**src/serial_port_two_infrared_pkg.sv**
```systemverilog
// constants, types and register map for the second serial port infrared configuration block
package serial_port_two_infrared_pkg;

   // -----
   // register indices (byte address is four times the index)
   // -----
   localparam logic [7:0]  PORT_MODE_INDEX      = 8'hF0;
   localparam logic [7:0]  IR_OPTION_INDEX      = 8'hF1;
   localparam logic [7:0]  IR_TIMEOUT_INDEX     = 8'hF2;
   localparam int          AXI_ADDR_WIDTH       = 12;

   // -----
   // field positions and reset values
   // -----
   localparam int          MIDI_ENABLE_BIT      = 0;
   localparam int          HIGH_SPEED_BIT       = 1;
   localparam int          TX_IDLE_SELECT_BIT   = 5;
   localparam logic [7:0]  PORT_MODE_RESET      = 8'h00;
   localparam logic [7:0]  IR_OPTION_RESET      = 8'h02;
   localparam logic [7:0]  IR_OPTION_WRITE_MASK = 8'h7F;
   localparam logic [7:0]  IR_TIMEOUT_RESET     = 8'h03;

   // -----
   // axi responses
   // -----
   localparam logic [1:0]  RESP_OKAY            = 2'h0;
   localparam logic [1:0]  RESP_SLVERR          = 2'h2;

   // -----
   // timing
   // -----
   localparam int          CLK_PERIOD_NS        = 20;
   localparam int          BLANK_STEP_TIME_US   = 100;
   localparam int          BLANK_MAX_TIME_MS    = 10;
   localparam int          BLANK_STEP_CYCLES    = (BLANK_STEP_TIME_US * 1000 + CLK_PERIOD_NS - 1) / CLK_PERIOD_NS;
   localparam logic [7:0]  BLANK_MAX_STEPS      = 8'((BLANK_MAX_TIME_MS * 1000) / BLANK_STEP_TIME_US);
   localparam logic [12:0] BLANK_STEP_CYCLES_13 = 13'(BLANK_STEP_CYCLES);
   localparam logic [5:0]  ASK_HALF_PERIOD      = 6'h32;

   // -----
   // types
   // -----
   typedef enum logic [2:0] {
      MODE_STANDARD = 3'h0,
      MODE_IRDA     = 3'h1,
      MODE_ASK      = 3'h2
   } ir_mode_t;

   typedef struct packed {
      logic       reserved;
      logic       alt_pins;
      logic [2:0] mode;
      logic       half_duplex;
      logic       tx_active_low;
      logic       rx_active_low;
   } ir_option_t;

   typedef struct packed {
      logic [AXI_ADDR_WIDTH-1:0] addr;
      logic [31:0]               data;
      logic [3:0]                strb;
   } write_req_t;

endpackage

```
**src/half_duplex_blanker.sv**
```systemverilog
// receive blanking timer for half-duplex infrared operation
`timescale 1ns/100ps
module half_duplex_blanker
   import serial_port_two_infrared_pkg::*;
#(
   parameter logic [12:0] step_cycles = BLANK_STEP_CYCLES_13
)(
   input  wire logic       aclk,
   input  wire logic       aresetn,
   input  wire logic       enable,
   input  wire logic       tx_busy,
   input  wire logic [7:0] timeout_steps,
   output      logic       blank
);

   logic [12:0] prescale;
   logic [7:0]  steps_left;

   // -----
   // step counter, reloaded while the port transmits
   // -----
   always_ff @(posedge aclk)
   begin
      if (!aresetn || !enable)
      begin
         prescale   <= 13'h0000;
         steps_left <= 8'h00;
      end
      else if (tx_busy)
      begin
         prescale   <= 13'h0000;
         // values past the ten millisecond ceiling are clamped
         steps_left <= (timeout_steps > BLANK_MAX_STEPS) ? BLANK_MAX_STEPS : timeout_steps;
      end
      else if (steps_left != 8'h00)
      begin
         if (prescale == step_cycles - 13'h0001)
         begin
            prescale   <= 13'h0000;
            steps_left <= steps_left - 8'h01;
         end
         else
         begin
            prescale <= prescale + 13'h0001;
         end
      end
   end

   // zero steps blanks only while transmitting
   assign blank = enable && (tx_busy || steps_left != 8'h00);

endmodule // half_duplex_blanker

```
**src/serial_port_two_infrared_config.sv**
```systemverilog
// second serial port configuration registers and infrared front end
// What this block does
// - port mode bit 0 enables midi support; reset leaves it disabled
// - port mode bit 1 enables high-speed operation; reset leaves it disabled
// - port mode bit 5: tx pin low when idle if 0, released if 1, except in infrared modes on the main pins, which always drive it
// - tx idle bit is cleared only by standby power-on reset
// - option bit 0 selects receive polarity, active high after reset
// - option bit 1 selects transmit polarity, active low after reset
// - option bit 2 selects half duplex; full duplex after reset
// - option bits 5:3 choose standard, irda or amplitude keyed protocol
// - option bit 6 moves infrared traffic to the alternate optical pins
// - timeout register sets blanking in 100 us steps up to 10 ms
`timescale 1ns/100ps
module serial_port_two_infrared_config
   import serial_port_two_infrared_pkg::*;
#(
   parameter logic [12:0] blank_step_cycles = BLANK_STEP_CYCLES_13
)(
   input  wire logic                      aclk,
   input  wire logic                      aresetn,
   input  wire logic                      standby_power_on_reset_n,
   // axi4-lite slave
   input  wire logic [AXI_ADDR_WIDTH-1:0] s_axi_awaddr,
   input  wire logic                      s_axi_awvalid,
   output      logic                      s_axi_awready,
   input  wire logic [31:0]               s_axi_wdata,
   input  wire logic [3:0]                s_axi_wstrb,
   input  wire logic                      s_axi_wvalid,
   output      logic                      s_axi_wready,
   output      logic [1:0]                s_axi_bresp,
   output      logic                      s_axi_bvalid,
   input  wire logic                      s_axi_bready,
   input  wire logic [AXI_ADDR_WIDTH-1:0] s_axi_araddr,
   input  wire logic                      s_axi_arvalid,
   output      logic                      s_axi_arready,
   output      logic [31:0]               s_axi_rdata,
   output      logic [1:0]                s_axi_rresp,
   output      logic                      s_axi_rvalid,
   input  wire logic                      s_axi_rready,
   // uart core side
   input  wire logic                      core_tx,
   input  wire logic                      core_tx_busy,
   output      logic                      core_rx,
   output      logic                      midi_enable,
   output      logic                      high_speed_enable,
   // pins
   output      logic                      serial_tx_out,
   output      logic                      serial_tx_oe,
   input  wire logic                      serial_rx_in,
   output      logic                      alt_optical_tx_out,
   input  wire logic                      alt_optical_rx_in
);

   // -----
   // helpers
   // -----
   function automatic logic [7:0] reg_index(input logic [AXI_ADDR_WIDTH-1:0] addr);
      reg_index = addr[9:2];
   endfunction

   function automatic logic is_mapped(input logic [AXI_ADDR_WIDTH-1:0] addr);
      logic [7:0] idx;
      idx = reg_index(addr);
      is_mapped = (addr[AXI_ADDR_WIDTH-1:10] == 2'h0)
               && (idx == PORT_MODE_INDEX || idx == IR_OPTION_INDEX || idx == IR_TIMEOUT_INDEX);
   endfunction

   function automatic logic is_optical(input logic [2:0] mode);
      // reserved codes fall back to plain serial behaviour
      is_optical = (mode == MODE_IRDA) || (mode == MODE_ASK);
   endfunction

   // -----
   // state
   // -----
   typedef enum logic {
      WR_COLLECT,
      WR_RESPOND
   } write_state_t;

   write_state_t write_state;
   write_req_t   wr_req;
   logic [11:0]  wr_addr;
   logic [31:0]  wr_data;
   logic [3:0]   wr_strb;
   logic         aw_held;
   logic         w_held;
   logic         commit;
   logic         midi_bit;
   logic         high_speed_bit;
   logic         tx_idle_tristate;
   ir_option_t   ir_option;
   logic [7:0]   ir_timeout;
   logic         bus_reset_n;
   logic         blank;
   logic         carrier;
   logic [5:0]   carrier_count;
   logic         rx_source;
   logic         rx_pulse;
   logic         tx_pulse;
   logic         tx_level;
   logic         optical;

   // main power-on reset, hard reset and standby power-on reset all clear the bus side
   assign bus_reset_n = aresetn && standby_power_on_reset_n;
   assign commit      = (write_state == WR_COLLECT) && aw_held && w_held;
   assign wr_req      = '{addr: wr_addr, data: wr_data, strb: wr_strb};

   // -----
   // write address and data capture, either order
   // -----
   always_ff @(posedge aclk)
   begin
      if (!bus_reset_n)
      begin
         s_axi_awready <= 1'b1;
         aw_held       <= 1'b0;
         wr_addr       <= '0;
      end
      else if (s_axi_awvalid && s_axi_awready)
      begin
         s_axi_awready <= 1'b0;
         aw_held       <= 1'b1;
         wr_addr       <= s_axi_awaddr;
      end
      else if (commit)
      begin
         aw_held <= 1'b0;
      end
      else if (s_axi_bvalid && s_axi_bready)
      begin
         s_axi_awready <= 1'b1;
      end
   end

   always_ff @(posedge aclk)
   begin
      if (!bus_reset_n)
      begin
         s_axi_wready <= 1'b1;
         w_held       <= 1'b0;
         wr_data      <= 32'h0000_0000;
         wr_strb      <= 4'h0;
      end
      else if (s_axi_wvalid && s_axi_wready)
      begin
         s_axi_wready <= 1'b0;
         w_held       <= 1'b1;
         wr_data      <= s_axi_wdata;
         wr_strb      <= s_axi_wstrb;
      end
      else if (commit)
      begin
         w_held <= 1'b0;
      end
      else if (s_axi_bvalid && s_axi_bready)
      begin
         s_axi_wready <= 1'b1;
      end
   end

   // -----
   // write response
   // -----
   always_ff @(posedge aclk)
   begin
      if (!bus_reset_n)
      begin
         write_state  <= WR_COLLECT;
         s_axi_bvalid <= 1'b0;
         s_axi_bresp  <= RESP_OKAY;
      end
      else
      begin
         unique case (write_state)
            WR_COLLECT:
            begin
               if (commit)
               begin
                  write_state  <= WR_RESPOND;
                  s_axi_bvalid <= 1'b1;
                  s_axi_bresp  <= is_mapped(wr_req.addr) ? RESP_OKAY : RESP_SLVERR;
               end
            end
            WR_RESPOND:
            begin
               if (s_axi_bready)
               begin
                  write_state  <= WR_COLLECT;
                  s_axi_bvalid <= 1'b0;
               end
            end
         endcase
      end
   end

   // -----
   // configuration registers, main reset domain
   // -----
   always_ff @(posedge aclk)
   begin
      if (!bus_reset_n)
      begin
         midi_bit       <= PORT_MODE_RESET[MIDI_ENABLE_BIT];
         high_speed_bit <= PORT_MODE_RESET[HIGH_SPEED_BIT];
      end
      else if (commit && wr_req.strb[0] && reg_index(wr_req.addr) == PORT_MODE_INDEX && is_mapped(wr_req.addr))
      begin
         midi_bit       <= wr_req.data[MIDI_ENABLE_BIT];
         high_speed_bit <= wr_req.data[HIGH_SPEED_BIT];
      end
   end

   // reserved option bit is never stored, so it reads back zero
   always_ff @(posedge aclk)
   begin
      if (!bus_reset_n)
      begin
         ir_option <= ir_option_t'(IR_OPTION_RESET);
      end
      else if (commit && wr_req.strb[0] && reg_index(wr_req.addr) == IR_OPTION_INDEX && is_mapped(wr_req.addr))
      begin
         ir_option <= ir_option_t'(wr_req.data[7:0] & IR_OPTION_WRITE_MASK);
      end
   end

   always_ff @(posedge aclk)
   begin
      if (!bus_reset_n)
      begin
         ir_timeout <= IR_TIMEOUT_RESET;
      end
      else if (commit && wr_req.strb[0] && reg_index(wr_req.addr) == IR_TIMEOUT_INDEX && is_mapped(wr_req.addr))
      begin
         ir_timeout <= wr_req.data[7:0];
      end
   end

   // -----
   // transmit idle select, standby domain only
   // -----
   // main reset and hard reset must not touch this bit
   always_ff @(posedge aclk)
   begin
      if (!standby_power_on_reset_n)
      begin
         tx_idle_tristate <= PORT_MODE_RESET[TX_IDLE_SELECT_BIT];
      end
      else if (aresetn && commit && wr_req.strb[0] && reg_index(wr_req.addr) == PORT_MODE_INDEX
               && is_mapped(wr_req.addr))
      begin
         tx_idle_tristate <= wr_req.data[TX_IDLE_SELECT_BIT];
      end
   end

   // -----
   // read channel
   // -----
   always_ff @(posedge aclk)
   begin
      if (!bus_reset_n)
      begin
         s_axi_arready <= 1'b1;
         s_axi_rvalid  <= 1'b0;
         s_axi_rdata   <= 32'h0000_0000;
         s_axi_rresp   <= RESP_OKAY;
      end
      else if (s_axi_arvalid && s_axi_arready)
      begin
         s_axi_arready <= 1'b0;
         s_axi_rvalid  <= 1'b1;
         s_axi_rresp   <= is_mapped(s_axi_araddr) ? RESP_OKAY : RESP_SLVERR;
         s_axi_rdata   <= 32'h0000_0000;
         if (is_mapped(s_axi_araddr))
         begin
            unique case (reg_index(s_axi_araddr))
               PORT_MODE_INDEX:  s_axi_rdata[7:0] <= {2'h0, tx_idle_tristate, 3'h0, high_speed_bit, midi_bit};
               IR_OPTION_INDEX:  s_axi_rdata[7:0] <= ir_option;
               IR_TIMEOUT_INDEX: s_axi_rdata[7:0] <= ir_timeout;
               default:          s_axi_rdata[7:0] <= 8'h00;
            endcase
         end
      end
      else if (s_axi_rvalid && s_axi_rready)
      begin
         s_axi_rvalid  <= 1'b0;
         s_axi_arready <= 1'b1;
      end
   end

   // -----
   // mode outputs
   // -----
   always_ff @(posedge aclk)
   begin
      if (!bus_reset_n)
      begin
         midi_enable       <= 1'b0;
         high_speed_enable <= 1'b0;
      end
      else
      begin
         midi_enable       <= midi_bit;
         high_speed_enable <= high_speed_bit;
      end
   end

   // -----
   // amplitude keyed carrier
   // -----
   always_ff @(posedge aclk)
   begin
      if (!bus_reset_n || ir_option.mode != MODE_ASK)
      begin
         carrier       <= 1'b0;
         carrier_count <= 6'h00;
      end
      else if (carrier_count == ASK_HALF_PERIOD - 6'h01)
      begin
         carrier       <= ~carrier;
         carrier_count <= 6'h00;
      end
      else
      begin
         carrier_count <= carrier_count + 6'h01;
      end
   end

   // -----
   // half-duplex receive blanking
   // -----
   half_duplex_blanker #(
      .step_cycles   (blank_step_cycles)
   ) blanker (
      .aclk          (aclk),
      .aresetn       (bus_reset_n),
      .enable        (ir_option.half_duplex && optical),
      .tx_busy       (core_tx_busy),
      .timeout_steps (ir_timeout),
      .blank         (blank)
   );

   // -----
   // infrared encode and decode
   // -----
   assign optical   = is_optical(ir_option.mode);
   assign rx_source = ir_option.alt_pins ? alt_optical_rx_in : serial_rx_in;
   assign rx_pulse  = rx_source ^ ir_option.rx_active_low;
   // a zero bit is sent as light; pulse width shaping is the core's baud logic
   assign tx_pulse  = core_tx_busy && !core_tx && (ir_option.mode != MODE_ASK || carrier);
   assign tx_level  = tx_pulse ^ ir_option.tx_active_low;

   always_ff @(posedge aclk)
   begin
      if (!bus_reset_n)
      begin
         core_rx <= 1'b1;
      end
      else if (!optical)
      begin
         core_rx <= serial_rx_in;
      end
      else if (blank)
      begin
         // echo of our own light would otherwise be read as data
         core_rx <= 1'b1;
      end
      else
      begin
         core_rx <= !rx_pulse;
      end
   end

   always_ff @(posedge aclk)
   begin
      if (!bus_reset_n)
      begin
         serial_tx_out      <= 1'b0;
         // standby reset clears the idle bit at this same edge, so drive at once
         serial_tx_oe       <= !(tx_idle_tristate && standby_power_on_reset_n);
         alt_optical_tx_out <= 1'b0;
      end
      else
      begin
         alt_optical_tx_out <= (optical && ir_option.alt_pins) ? tx_level : 1'b0;
         if (optical && !ir_option.alt_pins)
         begin
            serial_tx_out <= tx_level;
            serial_tx_oe  <= 1'b1;
         end
         else if (core_tx_busy && !optical)
         begin
            serial_tx_out <= core_tx;
            serial_tx_oe  <= 1'b1;
         end
         else
         begin
            serial_tx_out <= 1'b0;
            serial_tx_oe  <= !tx_idle_tristate;
         end
      end
   end

endmodule // serial_port_two_infrared_config

```
**config.mk**
```make
export PLATFORM = sky130hd
export DESIGN_NAME = serial_port_two_infrared_config
export DESIGN_NICKNAME = d
export VERILOG_FILES = /design/src/serial_port_two_infrared_pkg.sv /design/src/half_duplex_blanker.sv /design/src/serial_port_two_infrared_config.sv
export SDC_FILE = /design/constraint.sdc
export NUM_CORES = 1
export LEC_CHECK = 0
export ABC_AREA = 1
export CAP_MARGIN = 25
export CORE_MARGIN = 4
export CORE_UTILIZATION = 45
export CTS_BUF_LIST = sky130_fd_sc_hd__clkbuf_4
export CTS_CLUSTER_DIAMETER = 30
export DETAILED_ROUTE_END_ITERATION = 16
export DONT_BUFFER_PORTS = 1
export PLACE_DENSITY = 0.62
export SKIP_CTS_REPAIR_TIMING = 1
export SLEW_MARGIN = 30
export SYNTH_ARGS = -nofsm -noshare
export SYNTH_HDL_FRONTEND = slang
export SYNTH_HIERARCHICAL = 1
export SYNTH_SLANG_ARGS = --single-unit
```
**constraint.sdc**
```tcl
create_clock -name aclk -period 2.3 [get_ports aclk]
set_clock_uncertainty 0.1 [all_clocks]
set_input_delay 0.115 -clock aclk [delete_from_list [all_inputs] [get_ports aclk]]
set_output_delay 0.115 -clock aclk [all_outputs]
set_load 0.005 [all_outputs]
```
==> impl_metrics.xml <==
<?xml version="1.0" encoding="UTF-8"?>
<metrics>
  <group name="yosys">
    <metric name="netlist_instances" unit="">664</metric>
    <metric name="synth_top_family_by_area" unit="">simple AND/OR/NAND/NOR gates</metric>
    <metric name="synthesis.area" unit="um2">4560</metric>
    <metric name="yosys.area_share.xor_xnor" unit="%">0.960</metric>
    <metric name="avgSynthCellArea" unit="um2">6.87</metric>
    <metric name="synth_adder_area_share" unit="%">1.37</metric>
    <metric name="fraction_of_the_mapped_netlist_area_in_compound_gates" unit="%">9.02</metric>
    <metric name="yosys_warnings" unit="">6</metric>
    <metric name="synth-simple-area-share" unit="%">37.8</metric>
    <metric name="ys_ff_latch" unit="">89</metric>
    <metric name="synth_sequential_area_ratio" unit="%">39.1</metric>
    <metric name="synth.lib_cells_used.distinct" unit="">35</metric>
    <metric name="synth.area.mux_share" unit="%">0</metric>
  </group>
  <group name="critical_path">
    <metric name="worst_ep_arrival_time" unit="ns">2.28</metric>
    <metric name="timing.critical_path.cells" unit="">nand2_1 -&gt; nor3_1 -&gt; dlygate4sd3_1 -&gt; nand4_1 -&gt; a21oi_1</metric>
    <metric name="worst-setup-path-type" unit="">flop to flop</metric>
    <metric name="critical_path.max_stage_delay" unit="ns">0.60</metric>
    <metric name="worst_ep_required_time" unit="ns">2.56</metric>
    <metric name="crit_buf_inv" unit="">1</metric>
    <metric name="crit_fanout" unit="">12</metric>
    <metric name="critical_path.top_delay_family" unit="">simple AND/OR/NAND/NOR gates</metric>
    <metric name="critical_path_launch_point_type" unit="">flop</metric>
    <metric name="cpMaxStageDelayCell" unit="">dlygate4sd3_1</metric>
    <metric name="worstSetupEndpointType" unit="">flop</metric>
  </group>
  <group name="route">
    <metric name="detail_route.vias_per_cell" unit="">4.86</metric>
    <metric name="routed_wire_length_per_instance" unit="um">12.5</metric>
    <metric name="drt.antenna.violating_nets" unit="">0</metric>
    <metric name="wl_met3" unit="um">483</metric>
    <metric name="route.final.wire_length" unit="um">10500</metric>
    <metric name="met2_routed_length" unit="um">5210</metric>
    <metric name="drt-pass1-iter-count" unit="">5</metric>
    <metric name="topRoutingLayerUsed" unit="">met4</metric>
    <metric name="met1Wirelength" unit="um">4600</metric>
    <metric name="route.vias.total" unit="">4080</metric>
    <metric name="route.detailed.drc" unit="">0</metric>
    <metric name="detailedRoute.firstIterationViolations" unit="">181</metric>
  </group>
  <group name="pwr">
    <metric name="vdd_ir_max" unit="mV">0.339</metric>
    <metric name="power_per_cell_area" unit="nW/um2">527</metric>
    <metric name="power.share.combinational" unit="%">6.9</metric>
    <metric name="seqPwrFrac" unit="%">58.9</metric>
    <metric name="net-switching-power" unit="mW">0.691</metric>
    <metric name="switching_share" unit="%">25.7</metric>
    <metric name="internal-power" unit="mW">2.00</metric>
    <metric name="clockPowerShare" unit="%">34.1</metric>
    <metric name="power_leakage" unit="nW">2.18</metric>
  </group>
  <group name="clock_network">
    <metric name="clock_tree.root_cell" unit="">clkbuf_4</metric>
    <metric name="worst_skew_pair.late_latency" unit="ns">0.43</metric>
    <metric name="max-clock-path-buffers" unit="">2</metric>
    <metric name="numClockSinks" unit="">89</metric>
    <metric name="cts.clk_slew.worst_paths" unit="ns">0.15</metric>
    <metric name="cts_tree" unit="">yes</metric>
    <metric name="numCtsBuffers" unit="">9</metric>
    <metric name="ctsHtreeMaxLevel" unit="">3</metric>
  </group>
  <group name="die">
    <metric name="std_cell_rows" unit="">36</metric>
    <metric name="io-pin-count" unit="">119</metric>
    <metric name="coreArea" unit="um2">9820</metric>
    <metric name="floorplan.die.width" unit="um">109</metric>
    <metric name="die_area" unit="um2">11800</metric>
    <metric name="floorplan.initialDensity" unit="%">46.5</metric>
    <metric name="die_y" unit="um">109</metric>
  </group>
  <group name="timing">
    <metric name="setup-tns-final" unit="ns">0</metric>
    <metric name="grt_setup_unrepaired" unit="">no</metric>
    <metric name="report.final.slew_viol_count" unit="">0</metric>
    <metric name="final.min_clock_period" unit="ns">2.01</metric>
    <metric name="clock.fmax" unit="MHz">497</metric>
    <metric name="worst_hold_slack" unit="ns">-0.0611</metric>
    <metric name="final-hold-violation-count" unit="">7</metric>
    <metric name="post_route_clock_period_utilization" unit="%">87.5</metric>
    <metric name="final-setup-viol-count" unit="">0</metric>
    <metric name="final_critical_path_setup_slack" unit="ns">0.288</metric>
  </group>
  <group name="placement">
    <metric name="dpl.hpwl" unit="um">7720</metric>
    <metric name="postPlaceCellArea" unit="um2">4590</metric>
    <metric name="io_buffers" unit="">0</metric>
    <metric name="dp_worst_setup_slack" unit="ns">0.343</metric>
    <metric name="gpl.final_weighted_congestion" unit="">0.825</metric>
  </group>
  <group name="cells_and_area">
    <metric name="layout.cells.most_common_list" unit="">135 x nand2_1, 117 x nor2_1, 89 x dfxtp_1</metric>
    <metric name="layout_commonest_cell" unit="">nand2_1</metric>
    <metric name="layout-area-overhead-vs-synth" unit="%">11.7</metric>
    <metric name="fin_area" unit="um2">5100</metric>
    <metric name="finalNetCount" unit="">778</metric>
    <metric name="n_antenna_cell" unit="">0</metric>
    <metric name="drive_above_1_share" unit="%">8.22</metric>
  </group>
  <group name="flow_run">
    <metric name="number_of_max_capacitance_violations_reported" unit="">0</metric>
  </group>
  <group name="run_status">
    <metric name="run_status" unit="">complete, but fails checks</metric>
    <metric name="violations" unit="">negative hold slack</metric>
  </group>
  <group name="global_routing">
    <metric name="grt_pass1_vias" unit="">3703</metric>
    <metric name="overflow" unit="">0</metric>
    <metric name="antenna_violations_before_repair" unit="">0</metric>
    <metric name="global_route.usage.total" unit="%">17.9</metric>
    <metric name="largest_net_degree_at_the_start_of_global_routing" unit="">44</metric>
    <metric name="global_route_wire_length_before_repair" unit="um">17000</metric>
  </group>
  <group name="worst_hold_path">
    <metric name="hp-class" unit="">input pin to flop</metric>
  </group>
</metrics>
==> state kept, by name (all words and copies together) (netlist names), 6 cells and up <==
register,count
wr_data,8
s_axi_rdata,8
ir_option,7
wr_addr,10
blanker/prescale,13
ir_timeout,8
blanker/steps_left,8
carrier_count,6
==> path summary, 6_finish.rpt <==
| path | from | endpoint | slack, ns | cells after the start |
|---|---|---|---|---|
| worst max-delay path | s_axi_arready$_SDFFE_PN1P_ | s_axi_rdata[7]$_SDFFE_PN0P_ | 0.29 | 5 |
| worst min-delay path | serial_rx_in | core_rx$_SDFF_PN1_ | -0.06 | 5 |
| worst max register to register | s_axi_arready$_SDFFE_PN1P_ | s_axi_rdata[7]$_SDFFE_PN0P_ | 0.29 | 5 |
| worst min register to register | carrier$_SDFFE_PP0P_ | carrier$_SDFFE_PP0P_ | 0.38 | 2 |
==> stage by stage <==
| stage | power (mW) | util, % | cells |
|---|---|---|---|
| 2_1_floorplan | 1.76 | - | 689 |
| 4_1_cts | 2.66 | 48.2 | 803 |
| 3_3_place_gp | 1.75 | 46.7 | 787 |
| 6_report | 2.69 | 51.9 | 839 |
| 5_1_grt | 2.82 | 51.9 | 839 |
| 3_5_place_dp | 1.75 | 46.7 | 787 |
==> power groups by stage <==
stage | clock network, mW | logic, mW | registers (mW)
global route | 1.01 | 0.214 | 1.59
finish | 0.918 | 0.187 | 1.58
CTS | 0.944 | 0.137 | 1.58
detailed placement | 0 | 0.136 | 1.62
global placement | 0 | 0.132 | 1.62
floorplan | 0 | 0.147 | 1.61
==> synthesized netlist by cell type (all sizes together) <==
cell / number / share of area, %
xnor2: 2 / 0.38
a31oi: 1 / 0.14
nand2: 143 / 12
xor2: 3 / 0.58
a21oi: 28 / 3.1
and2: 1 / 0.14
dfxtp: 89 / 39
nor3b: 2 / 0.33
clkbuf: 6 / 0.71
nand4: 14 / 1.9
ha: 5 / 1.4
conb: 1 / 0.082
nor2: 134 / 13
inv: 71 / 5.9
o21ai: 47 / 5.2
or2: 2 / 0.27
nand3: 72 / 8.9
clkinv: 2 / 0.16
buf: 32 / 4.9
a21boi: 1 / 0.16
o211ai: 3 / 0.49
nor3: 5 / 0.55
==> cell families after synthesis <==
family / count (synthesis)
buf+inv: 111
xor+xnor: 5
fa+ha+maj: 5
other cells: 1
compound gates: 80
flops: 89
simple gates: 373
==> area by class of cell <==
type                            instances  area [um2]
Clock buffer                           10        75.1
Multi-Input combinational cell        489        2340
Inverter                               73         277
Tap cell                              133         166
Clock inverter                          6        72.6
Timing Repair Buffer                   39         383
Fill cell                            1020        4720
Sequential cell                        89        1780
==> routing by layer <==
layer	vias up	global-route usage, %
met4	0	6.67
met3	18	4.38
met2	77	30.5
met5	-	0
li1	2152	-
met1	1833	21.7
==> worst register-to-register path: cells and delay by family (launching register included) <==
kind            cells  cell delay [ns]
buf+inv             1             0.60
flops               1             0.40
compound gates      1             0.15
simple gates        3             0.70
No activity file was read; power rests on OpenSTA's default activity.
